`config.mk`:
```
export PLATFORM = sky130hd
export DESIGN_NAME = dmx_exec
export DESIGN_NICKNAME = d
export VERILOG_FILES = /design/src/shared/dmx_pkg.sv /design/src/hdl/dmx_exec.sv /design/src/hdl/dmx_addr_form.sv
export SDC_FILE = /design/constraint.sdc
export NUM_CORES = 1
export LEC_CHECK = 0
export BUFFER_PORTS_ARGS = -buffer_cell sky130_fd_sc_hd__buf_2
export CELL_PAD_IN_SITES_DETAIL_PLACEMENT = 1
export CELL_PAD_IN_SITES_GLOBAL_PLACEMENT = 1
export CORE_MARGIN = 2
export CORE_UTILIZATION = 31
export DETAILED_ROUTE_END_ITERATION = 12
export PLACE_DENSITY_LB_ADDON = 0.1
export SYNTH_ARGS = -nofsm -noshare
export SYNTH_HDL_FRONTEND = slang
export SYNTH_HIERARCHICAL = 1
export SYNTH_SLANG_ARGS = --single-unit
```
`constraint.sdc`:
```
create_clock -name mclk_in -period 2.02 [get_ports mclk_in]
set_input_delay 0 -clock mclk_in [delete_from_list [all_inputs] [get_ports mclk_in]]
set_output_delay 0 -clock mclk_in [all_outputs]
set_load 0.01 [all_outputs]
```
`src/shared/dmx_pkg.sv`:
```
// constants for the data-move execute block
// assumes 16-bit instruction words and a 12-bit data address space
package dmx_pkg;
	localparam int DATA_W   = 8;
	localparam int ADDR_W   = 12;
	localparam int INSN_W   = 16;
	// opcode prefixes and patterns
	localparam logic [3:0] OP_MOVE_SRC   = 4'hc;
	localparam logic [3:0] OP_MOVE_DST   = 4'hf;
	localparam logic [7:0] OP_LOAD_BANK  = 8'h01;
	localparam logic [7:0] OP_LOAD_ACC   = 8'h0e;
	localparam logic [6:0] OP_STORE_ACC  = 7'h37;
	// access bank split, working register and forbidden destination locations
	localparam logic [7:0] ACCESS_SPLIT  = 8'h80;
	localparam logic [3:0] BANK_HIGH_SFR = 4'hf;
	localparam logic [11:0] ACC_ADDR     = 12'hfe8;
	localparam logic [11:0] PCL_ADDR     = 12'hff9;
	localparam logic [11:0] RETURN_TOP_LOW_BYTE_ADDR    = 12'hffd;
	localparam logic [11:0] RETURN_TOP_HIGH_BYTE_ADDR    = 12'hffe;
	localparam logic [11:0] RETURN_TOP_UPPER_BYTE_ADDR    = 12'hfff;
	// reset values
	localparam logic [7:0] BANK_RST = 8'h00;
	localparam logic [7:0] ACC_RST  = 8'h00;
	typedef enum logic [1:0] {
		ST_EXEC   = 2'b01,
		ST_SECOND = 2'b10
	} dmx_state_type;
endpackage

```
`src/hdl/dmx_exec.sv`:
```
// decode and execute of four data-move instructions
// assumes data memory answers reads combinationally in the same cycle
`timescale 1ns/1ps
module dmx_exec
	import dmx_pkg::*;
(
	input  wire logic                        mclk_in,
	input  wire logic                        rst_in,
	input  wire logic                        insn_valid_in,
	input  wire logic [dmx_pkg::INSN_W-1:0]  insn_in,
	input  wire logic [dmx_pkg::DATA_W-1:0]  rd_data_in,
	output logic                             insn_taken_out,
	output logic                             rd_en_out,
	output logic [dmx_pkg::ADDR_W-1:0]       rd_addr_out,
	output logic                             wr_en_out,
	output logic [dmx_pkg::ADDR_W-1:0]       wr_addr_out,
	output logic [dmx_pkg::DATA_W-1:0]       wr_data_out,
	output logic [dmx_pkg::DATA_W-1:0]       acc_out,
	output logic [dmx_pkg::DATA_W-1:0]       bank_out,
	output logic                             bad_dest_out
);
	import dmx_pkg::*;

	dmx_state_type state_reg, state_next;
	logic [7:0]  acc_reg, acc_next, bank_reg, bank_next, hold_reg, hold_next;
	logic        rd_en_reg, wr_en_reg, wr_en_next, taken_reg, bad_reg, bad_next;
	logic [11:0] rd_addr_reg, wr_addr_reg, wr_addr_next;
	logic [7:0]  wr_data_reg, wr_data_next;
	logic [11:0] store_addr;

	// prefix match shared by both words of a move
	function automatic logic prefix_is(input logic [15:0] word, input logic [3:0] prefix);
		prefix_is = (word[15:12] == prefix);
	endfunction

	// opcode decode
	wire in_exec   = (state_reg == ST_EXEC);
	wire in_second = (state_reg == ST_SECOND);
	wire is_move   = in_exec & insn_valid_in & prefix_is(insn_in, OP_MOVE_SRC);
	wire is_bank   = in_exec & insn_valid_in & (insn_in[15:8] == OP_LOAD_BANK);
	wire is_lit    = in_exec & insn_valid_in & (insn_in[15:8] == OP_LOAD_ACC);
	wire is_store  = in_exec & insn_valid_in & (insn_in[15:9] == OP_STORE_ACC);
	wire second_ok = in_second & insn_valid_in & prefix_is(insn_in, OP_MOVE_DST);
	wire [11:0] dst = insn_in[11:0];
	wire dst_bad = (dst == PCL_ADDR) | (dst == RETURN_TOP_LOW_BYTE_ADDR) | (dst == RETURN_TOP_HIGH_BYTE_ADDR) | (dst == RETURN_TOP_UPPER_BYTE_ADDR);
	// source read happens combinationally in the first move cycle
	wire        src_rd   = is_move;
	wire [11:0] src_addr = insn_in[11:0];
	// the working register lives in data space, so read its copy directly
	wire [7:0]  src_byte = (src_addr == ACC_ADDR) ? acc_reg : rd_data_in;

	dmx_addr_form u_addr (
		.file_in   (insn_in[7:0]),
		.access_in (insn_in[8]),
		.bank_in   (bank_reg),
		.addr_out  (store_addr)
	);

	// next-state and write selection
	always_comb begin
		state_next   = state_reg;
		acc_next     = acc_reg;
		bank_next    = bank_reg;
		hold_next    = hold_reg;
		wr_en_next   = 1'b0;
		wr_addr_next = wr_addr_reg;
		wr_data_next = wr_data_reg;
		bad_next     = 1'b0;
		unique case (state_reg)
			ST_EXEC: begin
				if (is_move) begin
					hold_next  = src_byte;
					state_next = ST_SECOND;
				end
				if (is_bank) begin
					bank_next = insn_in[7:0];
				end
				if (is_lit) begin
					acc_next = insn_in[7:0];
				end
				if (is_store) begin
					wr_en_next   = (store_addr != ACC_ADDR);
					wr_addr_next = store_addr;
					wr_data_next = acc_reg;
				end
			end
			ST_SECOND: begin
				if (insn_valid_in) begin
					state_next = ST_EXEC;
				end
				if (second_ok) begin
					bad_next = dst_bad;
					if (dst == ACC_ADDR) begin
						acc_next = hold_reg;
					end else if (!dst_bad) begin
						wr_en_next   = 1'b1;
						wr_addr_next = dst;
						wr_data_next = hold_reg;
					end
				end
			end
		endcase
	end

	// state and outputs; the flags kept here are taken, read, write and the one-cycle bad-destination flag
	always_ff @(posedge mclk_in) begin
		if (rst_in) begin
			state_reg   <= ST_EXEC;
			acc_reg     <= ACC_RST;
			bank_reg    <= BANK_RST;
			hold_reg    <= 8'h00;
			rd_en_reg   <= 1'b0;
			rd_addr_reg <= 12'h000;
			wr_en_reg   <= 1'b0;
			wr_addr_reg <= 12'h000;
			wr_data_reg <= 8'h00;
			taken_reg   <= 1'b0;
			bad_reg     <= 1'b0;
		end else begin
			state_reg   <= state_next;
			acc_reg     <= acc_next;
			bank_reg    <= bank_next;
			hold_reg    <= hold_next;
			rd_en_reg   <= src_rd;
			rd_addr_reg <= src_addr;
			wr_en_reg   <= wr_en_next;
			wr_addr_reg <= wr_addr_next;
			wr_data_reg <= wr_data_next;
			taken_reg   <= insn_valid_in;
			bad_reg     <= bad_next;
		end
	end

	assign insn_taken_out = taken_reg;
	assign rd_en_out      = rd_en_reg;
	assign rd_addr_out    = rd_addr_reg;
	assign wr_en_out      = wr_en_reg;
	assign wr_addr_out    = wr_addr_reg;
	assign wr_data_out    = wr_data_reg;
	assign acc_out        = acc_reg;
	assign bank_out       = bank_reg;
	assign bad_dest_out   = bad_reg;
endmodule

```
`src/hdl/dmx_addr_form.sv`:
```
// banked address former for single-word file operations
// assumes combinational use inside the core clock domain
`timescale 1ns/1ps
module dmx_addr_form
	import dmx_pkg::*;
(
	input  wire logic [7:0]        file_in,
	input  wire logic              access_in,
	input  wire logic [7:0]        bank_in,
	output logic [dmx_pkg::ADDR_W-1:0] addr_out
);
	// access bank: low half in bank 0, high half in special registers
	wire [11:0] access_addr = (file_in < ACCESS_SPLIT) ? {4'h0, file_in} : {BANK_HIGH_SFR, file_in};
	assign addr_out = access_in ? {bank_in[3:0], file_in} : access_addr;
endmodule

```
==> results of run 1 <==
worst max-delay path, cell delays in order (launching register included):
cell and delay (ns):
dfxtp_1 0.31, nand2b_1 0.15, or4_1 0.56, o221ai_2 0.25, buf_12 0.20, mux2_2 0.35
metrics by stage:
step	total power, mW	utilization, %	setup slack [ns]
2_1_floorplan	1.83	-	0.0847
3_3_place_gp	2.12	39.2	0.116
3_5_place_dp	2.14	39.2	0.0640
4_1_cts	3.24	41.8	0.0134
5_1_grt	3.36	41.9	0.00703
6_report	3.19	41.9	0.0712
path summary, 6_finish.rpt:
| kind | depth (start not counted) | to | start |
|---|---|---|---|
| worst max register to register | 5 | wr_data_out[4] | state_reg[0] |
| worst max-delay path | 5 | wr_data_out[4] | state_reg[0] |
| worst min-delay path | 3 | hold_reg[4] | rd_data_in[4] |
| worst min register to register | 2 | bank_out[4] | bank_out[4] |
cells by family (layout without fill, tap and decap cells):
kind of cell | count (synthesis) | after routing | share of synthesized area (%)
buf+inv | 27 | 124 | 4.73
flops | 62 | 62 | 41.5
compound gates | 61 | 61 | 14.9
mux | 41 | 41 | 14.8
simple gates | 135 | 135 | 24.1
layout make-up:
type	instances	area share [%]
Clock buffer	11	3.64
Clock inverter	4	1.22
Inverter	1	0.0966
Multi-Input combinational cell	237	42.1
Sequential cell	62	31.9
Tap cell	129	4.15
Timing Repair Buffer	108	16.8
cell usage in the layout (no fill, tap or decap), types with 2 or more instances in the layout:
cell,Yosys,routed
nor3_1,3,3
buf_2,2,78
a21oi_1,22,22
buf_4,8,23
or4b_2,3,3
o22a_1,8,8
nor4_4,2,3
mux2_2,25,25
a211oi_2,8,8
nor2_1,28,28
clkbuf_8,0,10
dfxtp_1,62,62
clkinv_2,0,2
nand2_1,44,44
o21bai_1,8,8
nor2b_1,36,35
mux2i_1,16,16
dlygate4sd3_1,0,5
nand3_1,5,4
nand2b_1,3,3
a31oi_1,8,8
o41ai_1,2,2
buf_12,0,2
routing by layer:
| metal | vias up | share of wire (%) |
|---|---|---|
| li1 | 1326 | - |
| met4 | 0 | 2.2 |
| met5 | - | 0 |
| met1 | 1312 | 44 |
| met2 | 67 | 49 |
| met3 | 13 | 4.3 |
power by group:
part | internal (mW) | total, mW | switching, mW | leakage (nW)
clock network | 0.593 | 1.08 | 0.490 | 0.0952
logic | 0.330 | 0.689 | 0.360 | 1.10
registers | 1.34 | 1.42 | 0.0806 | 0.507
total | 2.26 | 3.19 | 0.930 | 1.70
what timing repair did:
action	in CTS	in global routing
hold buffers	5	0
resized for setup	0	2
endpoints found under the hold margin	6	0
setup endpoints to repair	0	28
==> results.md, run 1 <==
* Status: complete, no violations
* Top-area cell type share of the netlist area at 41.5%
* Synth Instances at 326
* Critical Path AT at 2.18 ns
* DPL Wire Length at 6.61 mm
* Core area at 9280 um^2
* Initial antenna violation count at 0
* Cell Pwr Density at 821 nW/um^2
* Met3 Track Usage GR at 3.28%
* Layout cell share with drive strength beyond 1 at 38.3%
* Overall Global Routing Usage at 18.5%
* Via count at 2718
* Clock buffer depth at 2
* Global-route wire length before repair at 14.5 mm
* WHS at 0.0328 ns
* Met2 Usage GRT at 32.7%
* Syn avg cell area at 9.17 um^2
* Post-synth EDFFs at 0
* Busiest metal layer after global routing: met2
* Synth unique cells at 37
* Setup crit start kind: flip-flop
* R2r setup slk at 0.07 ns
* Number of remaining DRC errors at 0
* Pins Over Slew Limit at 0
* Sink Count at 62
* Worst min path class: in2reg
* Final clock skew at 0.00780 ns
* FP Rows at 35
* FFs w/ async S/R, synth at 0%
* Required @ worst endpoint at 2.25 ns
* Post-synth top area cell: dfxtp_1
* Vias/cell at 4.92
* Clk_lat worst skew at 0.34 ns
* PortBufs at 78
* NumNets Final at 446
* P_leak at 1.70 nW
* Global route overflow at 0
* CTS Root Cell: clkbuf_8
* Final hold viol count at 0
* Setup Fix Bufs, Post-CTS at 0
* Area of the multi-input gates at 1640 um^2
* Setup TNS at 0 ns
* RSZ-0062 raised after global routing: false
* CTS buffer count at 9
* Max_slew headroom at 59.5%
* Worst-path clk slew at 0.07 ns
* Diodes inserted at 0
* Fin area at 3890 um^2
* CTS tree: done
* CTS HTree Levels at 3
* Pre-Repair DR Iteration Count at 4
* Post-synth top cells: 62 x dfxtp_1, 44 x nand2_1, 36 x nor2b_1
* Kind of critical path: reg2reg
* Number of DRC markers in iteration 0 at 62
* Die area at 10400 um^2
* Synth area leaders: dfxtp_1 42%, mux2_2 9.4%, nor2b_1 7.5%, nand2_1 5.5%, mux2i_1 5.4%
* Tmin final at 1.95 ns
* Main flop type after synthesis: dfxtp_1
* Die Y at 102 um
* Total of max-cap violations at 0
* Placer Congestion at 0.806
* Final count of negative-setup-slack endpoints at 0
* Detail Route Antenna Nets at 0
* DP Area at 3640 um^2
* Worst-Margin Slew at 0.605 ns
* CP endpoint kind: flip-flop
* Synth Net Count at 353
* Placed Cells at 532
* Number of synthesized register bits at 62
* Fillers at 1095
* WL per Instance at 16.7 um
* FMAX at 0.513 GHz
* I/O pins at 79
* Finished Layout Cells at 552
* Vias in the first global route at 2861
* Sequential element share of the synthesized area at 41.5%
* Starting Density at 32.2%
* Synth Cell Area at 2990 um^2
* Largest net degree at the start of global routing at 50
* Syn-to-layout area delta at 30.0%
* Most common cell in the netlist: dfxtp_1
* Register area at 1240 um^2
* Peak supply drop at 285 uV
* Synth warnings at 6
* Final period util at 96.5%
* CP max FO at 20
* M1 GR Usage at 22.1%
* Die width at 102 um
* Final WL at 9.21 mm
(Power assumes the default switching activity.)
==> run 2: changes to the inputs <==
- REMOVE_ABC_BUFFERS: default -> 1
==> run 2 against run 1 <==
Effect of this change: fmax is 3.2% lower; routed wire length is 0.99% higher; flip-flop and latch count stayed put; register-to-register slack worse by 0.07 ns; critical path type unchanged; largest power group unchanged; highest routed layer unchanged.
==> results.md, run 2 (same netlist as run 1, synthesis figures left out) <==
* Post-layout util at 43.2% (+1.3 points)
* Global route overflow at 0 (unchanged)
* CP max FO at 5 (-75%)
* Diodes inserted at 0 (unchanged)
* Largest net degree at the start of global routing at 28 (-44%)
* Final period util at 99.7% (+3.2 points)
* Hold-critical path depth at 3 (unchanged)
* FF-to-FF path depth at 5 (unchanged)
* WL per Instance at 16.7 um (about the same)
* M1 WL at 4.45 mm (+8.5%)
* Final count of negative-setup-slack endpoints at 0 (unchanged)
* Via count at 2689 (-1.1%)
* Tmin final at 2.01 ns (+0.0650 ns)
* Worst-Margin Slew at 0.956 ns (+0.351 ns)
* Total of max-cap violations at 0 (unchanged)
* Finished Layout Cells at 558 (+1.1%)
* Kind of critical path: reg2reg
* Syn-to-layout area delta at 34.0%
* Vias in the first global route at 2763 (-3.4%)
* Routed wl met3 at 351 um (-10%)
* Final clock skew at 0.0158 ns (+0.00797 ns)
* Final hold viol count at 0 (unchanged)
* P_leak at 1.76 nW (+3.9%)
* Worst min path class: in2reg
* Vias/cell at 4.82 (-2.1%)
* CTS HTree Levels at 3 (unchanged)
* Max_slew headroom at 35.8% (-24 points)
* CTS tree: done
* Cell Pwr Density at 824 nW/um^2 (+0.36%)
* Die Y at 102 um (unchanged)
* Number of remaining DRC errors at 0 (unchanged)
* Placed Cells at 532 (unchanged)
* DR WL met2 at 4.31 mm (-4.5%)
* Starting Density at 32.2% (unchanged)
* Slowest stage delay, CP at 0.51 ns (-0.05 ns)
* Number of DRC markers in iteration 0 at 66 (+6.5%)
* Initial antenna violation count at 0 (unchanged)
* Pins Over Slew Limit at 0 (unchanged)
* WHS at 0.0330 ns (+0.000229 ns)
* Worst path depth at 5 (unchanged)
* CTS buffer count at 9 (unchanged)
* CP cell instances: nand2b_4 -> or4_4 -> o221ai_4 -> clkbuf_16 -> mux2_2
* Layout cell share with drive strength beyond 1 at 40.6% (+2.3 points)
* Overall Global Routing Usage at 17.9% (-0.58 points)
* Die area at 10400 um^2 (unchanged)
* Commonest non-fill, non-tap cell in the layout: buf_2
* Required @ worst endpoint at 2.25 ns (about the same)
* Clock buffer depth at 2 (unchanged)
* Sink Count at 62 (unchanged)
* Critical Path AT at 2.24 ns (+0.06 ns)
* Clk_lat worst skew at 0.35 ns (about the same)
* I/O pins at 79 (unchanged)
* Final WL at 9.30 mm (+0.99%)
* Commonest non-fill, non-tap cells in the layout: 77 x buf_2, 60 x dfxtp_1, 44 x nand2_1
* Max Used Layer: met4
* Bufs and invs on worst path at 1 (unchanged)
* FP Rows at 35 (unchanged)
* Worst-path clk slew at 0.07 ns (about the same)
* Die width at 102 um (unchanged)
* Global-route wire length before repair at 14.2 mm (-2.0%)
* Core area at 9280 um^2 (unchanged)
* Fillers at 1143 (+4.4%)
* Peak supply drop at 289 uV (+1.2%)
* CP endpoint kind: flip-flop
* FMAX at 0.497 GHz (-3.2%)
* NumNets Final at 451 (+1.1%)
* Detail Route Antenna Nets at 0 (unchanged)
* DPL Wire Length at 6.21 mm (-6.1%)
* Worst path slowest cell: or4_4
* PortBufs at 78 (unchanged)
* CTS Root Cell: clkbuf_8
* Pre-Repair DR Iteration Count at 4 (unchanged)
* Status: complete, no violations
* Placer Congestion at 0.815 (+1.1%)
* CP top delay family: simple AND/OR/NAND/NOR gates
* Setup crit start kind: flip-flop
-- run 2: final timing paths --
path	slack [ns]	start	endpoint
min	0.03	insn_in[13]	wr_en_out
min reg2reg	0.49	bank_out[6]	bank_out[6]
max	0.006	state_reg[0]	wr_data_out[7]
max reg2reg	0.006	state_reg[0]	wr_data_out[7]
-- run 2: repair_timing --
| item | in CTS | in global routing |
|---|---|---|
| buffers inserted | 0 | 2 |
| hold endpoints to repair | 6 | 0 |
| gates resized for setup | 0 | 14 |
| endpoints found under the setup margin | 0 | 22 |
| hold buffers | 5 | 0 |
-- run 2: final cells by class --
class | count | area [um^2] | area share, %
clock buffers | 11 | 141 | 3.53
clock inverters | 5 | 58.8 | 1.47
inverters | 1 | 3.75 | 0.0937
multi-input cells | 237 | 1670 | 41.7
flip-flops and latches | 62 | 1240 | 31.0
well taps | 129 | 161 | 4.03
repair buffers | 113 | 726 | 18.1
-- run 2: metal layers --
layer | GRT usage, % | vias to the layer above
li1 | - | 1334
met1 | 23.5 | 1278
met2 | 29.3 | 63
met3 | 2.74 | 14
met4 | 7.59 | 0
met5 | 0 | -
-- run 2: worst min-delay path: cells and delay by family --
| kind | cells | cell delay, ns |
|---|---|---|
| AO/OA/AOI/OAI | 2 | 0.18 |
| buffers and inverters | 1 | 0.13 |
-- run 2: where the power goes --
part	internal [mW]	leakage, nW	switching, mW
logic	0.383	1.16	0.382
registers	1.34	0.507	0.0840
clock network	0.604	0.0955	0.509
total	2.33	1.76	0.975
-- run 2: stage by stage --
stage / total power, mW / setup TNS, ns / setup slack [ns] / instance area (um^2)
finish: 3.30 / 0 / 0.00613 / 4010
global route: 3.48 / -0.243 / -0.0327 / 4010
CTS: 3.25 / 0 / 0.0411 / 3870
detailed placement: 2.12 / 0 / 0.0813 / 3620
global placement: 2.11 / 0 / 0.133 / 3620
floorplan: 1.79 / -26.36 / -0.925 / 2850
